`config.mk`:
```
export PLATFORM = sky130hd
export DESIGN_NAME = dbt_timer
export DESIGN_NICKNAME = d
export VERILOG_FILES = /design/src/verilog/dbt_pkg.sv /design/src/verilog/dbt_byte_if.sv /design/src/verilog/dbt_timer.sv /design/src/verilog/dbt_byte.sv
export SDC_FILE = /design/constraint.sdc
export NUM_CORES = 1
export LEC_CHECK = 0
export BUFFER_PORTS_ARGS = -buffer_cell sky130_fd_sc_hd__buf_2
export CAP_MARGIN = 20
export CORE_ASPECT_RATIO = 1.75
export CORE_MARGIN = 2
export CORE_UTILIZATION = 23
export CTS_CLUSTER_DIAMETER = 120
export DETAILED_ROUTE_END_ITERATION = 16
export PLACE_DENSITY = 0.49
export REMOVE_ABC_BUFFERS = 1
export SKIP_CTS_REPAIR_TIMING = 1
export SLEW_MARGIN = 5
export SYNTH_ARGS = -nofsm -noshare
export SYNTH_HDL_FRONTEND = slang
export SYNTH_SLANG_ARGS = --single-unit
```
`constraint.sdc`:
```
create_clock -name ref_clk_in -period 4.58 [get_ports ref_clk_in]
set_input_delay 0.229 -clock ref_clk_in [delete_from_list [all_inputs] [get_ports ref_clk_in]]
set_output_delay 0.229 -clock ref_clk_in [all_outputs]
set_load 0.01 [all_outputs]
```
`src/verilog/dbt_pkg.sv`:
```
package dbt_pkg;
   // SFR port geometry
   localparam int unsigned SFR_AW = 8;
   localparam int unsigned SFR_DW = 8;

   // SFR addresses of the counter bytes
   localparam logic [SFR_AW-1:0] OFS_COUNT_LOW  = 8'hcc;
   localparam logic [SFR_AW-1:0] OFS_COUNT_HIGH = 8'hcd;

   // Reset values
   localparam logic [SFR_DW-1:0] COUNT_RESET  = 8'h00;
   localparam logic [SFR_DW-1:0] RELOAD_RESET = 8'h00;
   localparam logic [SFR_DW-1:0] RDATA_RESET  = 8'h00;

   // Counter byte extremes
   localparam logic [SFR_DW-1:0] BYTE_MAX = 8'hff;

   // Prescaler ratios: system clock / 12, external clock / 8
   localparam int unsigned SYS_DIV = 12;
   localparam int unsigned EXT_DIV = 8;
   localparam int unsigned SYS_DIV_W = $clog2(SYS_DIV);
   localparam int unsigned EXT_DIV_W = $clog2(EXT_DIV);
endpackage

```
`src/verilog/dbt_byte_if.sv`:
```
`timescale 1ns/100ps
// Control and status of one counter byte
interface dbt_byte_if #(parameter int unsigned W = 8);
   logic         tick;
   logic         wr;
   logic [W-1:0] wr_data;
   logic         reload;
   logic [W-1:0] reload_val;
   logic [W-1:0] count;
   logic         wrap;

   modport ctrl (output tick, wr, wr_data, reload, reload_val, input count, wrap);
   modport cnt  (input tick, wr, wr_data, reload, reload_val, output count, wrap);
endinterface

```
`src/verilog/dbt_timer.sv`:
```
`timescale 1ns/100ps
module dbt_timer (
   // Clock and reset
   input  wire logic                        ref_clk_in,
   input  wire logic                        rst_n_in,
   // SFR access
   input  wire logic [dbt_pkg::SFR_AW-1:0]  sfr_addr_in,
   input  wire logic                        sfr_wr_in,
   input  wire logic                        sfr_rd_in,
   input  wire logic [dbt_pkg::SFR_DW-1:0]  sfr_wdata_in,
   output logic      [dbt_pkg::SFR_DW-1:0]  sfr_rdata_out,
   // Mode and clock selection
   input  wire logic                        run_in,
   input  wire logic                        eight_bit_mode_in,
   input  wire logic                        low_clock_select_in,
   input  wire logic                        high_clock_select_in,
   input  wire logic                        ext_clock_select_in,
   input  wire logic                        capture_enable_in,
   // External oscillator
   input  wire logic                        ext_clk_in,
   // Reload pair loading by software
   input  wire logic                        reload_wr_in,
   input  wire logic [dbt_pkg::SFR_DW-1:0]  reload_high_in,
   input  wire logic [dbt_pkg::SFR_DW-1:0]  reload_low_in,
   output logic      [dbt_pkg::SFR_DW-1:0]  reload_high_out,
   output logic      [dbt_pkg::SFR_DW-1:0]  reload_low_out,
   // Flags and interrupt
   input  wire logic                        timer_irq_en_in,
   input  wire logic                        low_overflow_irq_en_in,
   input  wire logic                        high_flag_clr_in,
   input  wire logic                        low_flag_clr_in,
   output logic                             high_overflow_flag_out,
   output logic                             low_overflow_flag_out,
   output logic                             irq_out
);
   import dbt_pkg::*;

   ////////////////////////////////////////////////////////////////////////////
   // Declarations
   localparam int unsigned DW = SFR_DW;

   dbt_byte_if #(.W(DW)) low_if ();
   dbt_byte_if #(.W(DW)) high_if ();

   logic [SYS_DIV_W-1:0] div12_q;
   logic                 div12_pulse;
   logic                 ext_meta_q;
   logic                 ext_sync_q;
   logic                 ext_prev_q;
   logic                 ext_rise;
   logic [EXT_DIV_W-1:0] ext_cnt_q;
   logic                 ext8_fall;
   logic                 slow_tick;
   logic                 low_src_tick;
   logic                 high_src_tick;
   logic                 mode16;
   logic                 cap_evt;
   logic                 wr_low;
   logic                 wr_high;
   logic                 reload16;
   logic [DW-1:0]        reload_high_q;
   logic [DW-1:0]        reload_low_q;
   logic                 high_flag_q;
   logic                 high_flag_d;
   logic                 low_flag_q;
   logic                 low_flag_d;
   logic                 irq_q;
   logic                 irq_d;
   logic [DW-1:0]        rdata_q;
   logic [DW-1:0]        rdata_d;

   ////////////////////////////////////////////////////////////////////////////
   // Prescalers

   // System clock / 12 enable
   assign div12_pulse = (div12_q == SYS_DIV_W'(SYS_DIV - 1));

   always_ff @(posedge ref_clk_in or negedge rst_n_in) begin
      if (!rst_n_in) begin
         div12_q <= '0;
      end else begin
         div12_q <= div12_pulse ? '0 : div12_q + SYS_DIV_W'(1);
      end
   end

   // External clock: first flop feeds only the second
   always_ff @(posedge ref_clk_in or negedge rst_n_in) begin
      if (!rst_n_in) begin
         ext_meta_q <= 1'b0;
         ext_sync_q <= 1'b0;
         ext_prev_q <= 1'b0;
      end else begin
         ext_meta_q <= ext_clk_in;
         ext_sync_q <= ext_meta_q;
         ext_prev_q <= ext_sync_q;
      end
   end

   // Divide by 8; bit 2 falls as the count wraps 7 to 0
   assign ext_rise  = ext_sync_q && !ext_prev_q;
   assign ext8_fall = ext_rise && (ext_cnt_q == EXT_DIV_W'(EXT_DIV - 1));

   always_ff @(posedge ref_clk_in or negedge rst_n_in) begin
      if (!rst_n_in) begin
         ext_cnt_q <= '0;
      end else if (ext_rise) begin
         ext_cnt_q <= ext_cnt_q + EXT_DIV_W'(1);
      end
   end

   ////////////////////////////////////////////////////////////////////////////
   // Counter byte control

   // Per-byte clock source select
   assign slow_tick     = ext_clock_select_in ? ext8_fall : div12_pulse;
   assign low_src_tick  = run_in && (low_clock_select_in || slow_tick);
   assign high_src_tick = run_in && (high_clock_select_in || slow_tick);
   assign mode16        = !eight_bit_mode_in;
   assign cap_evt       = capture_enable_in && ext8_fall;

   // SFR writes to the counter bytes
   assign wr_low  = sfr_wr_in && (sfr_addr_in == OFS_COUNT_LOW);
   assign wr_high = sfr_wr_in && (sfr_addr_in == OFS_COUNT_HIGH);

   // Full 16-bit overflow reloads the pair unless capturing
   assign reload16 = mode16 && high_if.wrap && !capture_enable_in;

   // Low byte: same clock in both modes
   assign low_if.tick       = low_src_tick;
   assign low_if.wr         = wr_low;
   assign low_if.wr_data    = sfr_wdata_in;
   assign low_if.reload_val = reload_low_q;
   assign low_if.reload     = capture_enable_in ? 1'b0 :
                              mode16 ? reload16 : low_if.wrap;

   // High byte: carry from low in 16-bit, own clock in 8-bit
   assign high_if.tick       = mode16 ? low_if.wrap : high_src_tick;
   assign high_if.wr         = wr_high;
   assign high_if.wr_data    = sfr_wdata_in;
   assign high_if.reload_val = reload_high_q;
   assign high_if.reload     = capture_enable_in ? 1'b0 :
                               mode16 ? reload16 : high_if.wrap;

   dbt_byte #(.W(DW)) u_low (
      .ref_clk_in (ref_clk_in),
      .rst_n_in   (rst_n_in),
      .bus        (low_if.cnt)
   );

   dbt_byte #(.W(DW)) u_high (
      .ref_clk_in (ref_clk_in),
      .rst_n_in   (rst_n_in),
      .bus        (high_if.cnt)
   );

   ////////////////////////////////////////////////////////////////////////////
   // Reload pair and capture

   // Capture beats a software load in the same cycle, keeping the measurement
   always_ff @(posedge ref_clk_in or negedge rst_n_in) begin
      if (!rst_n_in) begin
         reload_high_q <= RELOAD_RESET;
         reload_low_q  <= RELOAD_RESET;
      end else if (cap_evt) begin
         reload_high_q <= high_if.count;
         reload_low_q  <= low_if.count;
      end else if (reload_wr_in) begin
         reload_high_q <= reload_high_in;
         reload_low_q  <= reload_low_in;
      end
   end

   ////////////////////////////////////////////////////////////////////////////
   // Flags and interrupt

   // Set wins over a clear in the same cycle; no hardware clear exists
   assign high_flag_d = high_if.wrap || cap_evt || (high_flag_q && !high_flag_clr_in);
   assign low_flag_d  = low_if.wrap || (low_flag_q && !low_flag_clr_in);
   assign irq_d       = timer_irq_en_in &&
                        (high_flag_d || (low_overflow_irq_en_in && low_flag_d));

   always_ff @(posedge ref_clk_in or negedge rst_n_in) begin
      if (!rst_n_in) begin
         high_flag_q <= 1'b0;
         low_flag_q  <= 1'b0;
         irq_q       <= 1'b0;
      end else begin
         high_flag_q <= high_flag_d;
         low_flag_q  <= low_flag_d;
         irq_q       <= irq_d;
      end
   end

   ////////////////////////////////////////////////////////////////////////////
   // SFR read port

   // Read data is registered, so it trails the strobe by one cycle
   assign rdata_d = !sfr_rd_in                       ? rdata_q       :
                    (sfr_addr_in == OFS_COUNT_LOW)  ? low_if.count  :
                    (sfr_addr_in == OFS_COUNT_HIGH) ? high_if.count :
                    RDATA_RESET;

   always_ff @(posedge ref_clk_in or negedge rst_n_in) begin
      if (!rst_n_in) begin
         rdata_q <= RDATA_RESET;
      end else begin
         rdata_q <= rdata_d;
      end
   end

   assign sfr_rdata_out          = rdata_q;
   assign reload_high_out        = reload_high_q;
   assign reload_low_out         = reload_low_q;
   assign high_overflow_flag_out = high_flag_q;
   assign low_overflow_flag_out  = low_flag_q;
   assign irq_out                = irq_q;
endmodule

```
`src/verilog/dbt_byte.sv`:
```
`timescale 1ns/100ps
module dbt_byte #(
   parameter int unsigned W = 8
) (
   // Clock and reset
   input wire logic ref_clk_in,
   input wire logic rst_n_in,
   // Byte control
   dbt_byte_if.cnt  bus
);
   import dbt_pkg::*;

   logic [W-1:0] count_q;
   logic [W-1:0] count_d;

   // Software write beats reload, reload beats counting
   assign count_d = bus.wr     ? bus.wr_data    :
                    bus.reload ? bus.reload_val :
                    bus.tick   ? count_q + W'(1) : count_q;

   // Rolls over to zero on the tick after the all-ones value
   assign bus.wrap  = bus.tick && (count_q == {W{1'b1}});
   assign bus.count = count_q;

   always_ff @(posedge ref_clk_in or negedge rst_n_in) begin
      if (!rst_n_in) begin
         count_q <= W'(COUNT_RESET);
      end else begin
         count_q <= count_d;
      end
   end
endmodule

```
==> key figures <==
Run status
  – Status: finished, final reports clean

Synthesis
  – Leading area contributor after synthesis: dfrtp_1
  – Share of the synthesized area in the top cell type: 45.4%
  – Seq/Total Area, Yosys: 45.4%
  – Number of synthesized flops with an enable pin: 0
  – Syn Std Cell Area: 0.00292 mm2
  – Synth top cells by count: dfrtp_1, mux2i_1, nor2_1
  – Most common cell in the netlist: dfrtp_1
  – Library cells used by synthesis: 54
  – Mean Syn Cell Area: 9.98 um2
  – Post-synth ARST share: 100%
  – Top FF cell, synth: dfrtp_1
  – Cell count after synthesis: 293
  – Ranking of synthesized cells by area: dfrtp_1, mux2i_1, a21oi_1, nor2_1, ha_1
  – FF+latch count, synth: 53
  – Synth warnings: 0

STA
  – Setup TNS: 0 ns
  – Max frequency: 423 MHz
  – Setup slack after layout: 2.22 ns
  – Final Cycle Share: 51.6%
  – Slew headroom: 37.6%
  – Slew Viols, Final: 0
  – Clk_skew: 0.00439 ns
  – Slew @ Worst Pin: 0.929 ns
  – # setup viols final: 0
  – Unrepaired setup endpoints after global routing: no
  – Final worst path period need: 2.36 ns
  – Endpoints failing hold: 0

Floorplan
  – Die span in x: 89.2 um
  – Die H: 153 um
  – IO Count: 75
  – Row cnt: 54
  – Die area: 0.0137 mm2
  – Initial Utilization: 23.5%
  – Core area: 0.0124 mm2

Detailed routing
  – ANT nets after route: 0
  – Via/cell ratio: 4.77
  – Routed length on met1: 3.27 mm
  – Vias: 2534
  – Wirelength per Cell: 16.5 um
  – Routed length on met3: 316 um
  – Drc violations: 0
  – Uppermost layer routed: met4
  – Initial DRC count: 148
  – Wirelength, routed: 8.76 mm
  – Total iterations of the first detailed-routing run: 4
  – Wire length on met2: 4.93 mm

Critical path
  – Critical Path Source Type: flop
  – CP Capture Type: flop
  – CP endpoint: u_low.bus.count[3]$_DFFE_PN0P_
  – Worst setup path startpoint: u_high.bus.count[1]$_DFFE_PN0P_
  – Critical path type: flop to flop
  – Arrival @ worst endpoint: 2.54 ns
  – Register-to-Register Path Depth: 6
  – WP data required: 4.76 ns
  – R2r setup slk: 2.22 ns
  – Reg-to-reg endpoint: u_low.bus.count[3]$_DFFE_PN0P_
  – CP Max Fanout: 12
  – Crit Reg-Reg Startpoint: u_high.bus.count[1]$_DFFE_PN0P_

GRT
  – Overall Global Routing Usage: 13.2%
  – Largest net degree at the start of global routing: 54
  – Initial antenna violation count: 0
  – First-pass GRT wire length: 13.8 mm
  – Vias in the first global route: 2630
  – Grt total ovfl: 0

Clocking
  – Num CTS Buffers: 5
  – Clock Latency Late Sink: 0.29 ns
  – Max Buffers Root-to-Sink: 2
  – Root buf cell: clkbuf_16
  – Clock Pin Slew Worst Setup and Hold Paths: 0.07 ns
  – H-tree level count: 2
  – Clk sink count: 53
  – CTS tree: done

Finish
  – ANT cells: 0
  – Core Util, Final: 28.9%
  – Fin nets: 415
  – Fin cells: 531
  – Layout cell share with drive strength beyond 1: 26.2%
  – Area Growth Syn to Fin: 22.9%

Job
  – Max Cap Viol: 0

Min path
  – Worst Min Path Start: ext_clk_in
  – Hold Path Cell Cnt: 1
  – Hold Path Class: input port to flop

Pwr
  – Maximum vdd ir drop: 0.000154 V
  – Leak: 1.64 nW
  – Total power draw: 1.47 mW
  – PwrDens: 410 mW/mm2

Placed design
  – DP Cell Count: 523
  – GPL Wtd Cong: 0.857
  – DPL Wire Length: 6.82 mm
  – I/O Buffers: 74
  – Pre-CTS WS: 2.24 ns
state kept, by name, indices dropped and copies added, names as in the netlist:
| name | cells |
|---|---|
| sfr_rdata_out | 8 |
| div12_q | 4 |
| reload_low_out | 8 |
| ext_prev_q | 1 |
| ext_sync_q | 1 |
| ext_cnt_q | 3 |
| low_overflow_flag_out | 1 |
| reload_high_out | 8 |
| irq_out | 1 |
| ext_meta_q | 1 |
| high_overflow_flag_out | 1 |
| u_high.bus.count | 8 |
| u_low.bus.count | 8 |
metal layers:
| metal | global-route usage, % | vias to the layer above |
|---|---|---|
| li1 | - | 1213 |
| met3 | 1.89 | 11 |
| met4 | 4.98 | 0 |
| met1 | 14.4 | 1244 |
| met5 | 0 | - |
| met2 | 24.7 | 66 |
area by class of cell:
type,instances,area (um2)
Timing Repair Buffer,76,385
Sequential cell,53,1330
Tap cell,168,210
Inverter,16,60.1
Fill cell,1405,8840
Clock inverter,2,10.0
Multi-Input combinational cell,210,1470
Clock buffer,6,129
worst max-delay path: stages (launching register included):
cell	delay, ns
dfrtp_1	0.45
ha_1	0.23
nand3_2	0.16
o21bai_1	0.75
and2_1	0.27
o21ai_0	0.09
a221o_1	0.30
worst min-delay path by stage:
stage | endpoint | slack [ns]
after floorplan | div12_q[0]$_DFF_PN0_ | -0.07
after global placement | ext_sync_q$_DFF_PN0_ | 0.34
after detailed placement | ext_sync_q$_DFF_PN0_ | 0.34
after CTS | ext_meta_q$_DFF_PN0_ | 0.03
after global routing | ext_meta_q$_DFF_PN0_ | 0.03
final | ext_meta_q$_DFF_PN0_ | 0.04
placed cells by master, fill, tap and decap left out, types with 3 or more instances in the layout:
cell        n
a211oi_1    3
a21oi_1    22
a31oi_1     6
and3_1      3
buf_2      74
clkbuf_16   5
dfrtp_1    53
ha_1        5
inv_1      16
mux2i_1    30
nand2_1    16
nand2b_1    4
nand3_1     9
nand4_1     4
nor2_1     26
nor2b_1     3
nor3_1      3
o21ai_0     8
o21ai_1     7
o22ai_1     9
o31ai_1     6
or3_1       5
report_power, final:
part | internal (mW) | leakage (nW) | switching [mW]
combinational | 0.192 | 0.912 | 0.188
clock | 0.201 | 0.0706 | 0.169
sequential | 0.565 | 0.657 | 0.159
total | 0.958 | 1.64 | 0.516
cells by family (layout without fill, tap and decap cells):
logic type	after synthesis	count (layout)	share of synthesized area (%)
AOI/OAI and AO/OA	77	77	17.0
xor gates and xnor gates	3	3	0.899
adders and majority gates	5	5	2.14
buffers and inverters	30	100	4.24
DFF	53	53	45.4
muxes	35	35	12.5
and+or+nand+nor	90	90	17.9
stage by stage:
step,hold WS (ns),cell area [um2]
3_3_place_gp,0.336,3450
5_1_grt,0.0315,3590
2_1_floorplan,-0.0666,2860
3_5_place_dp,0.340,3450
6_report,0.0372,3590
4_1_cts,0.0312,3590
Power figures use the tool's default switching activity.
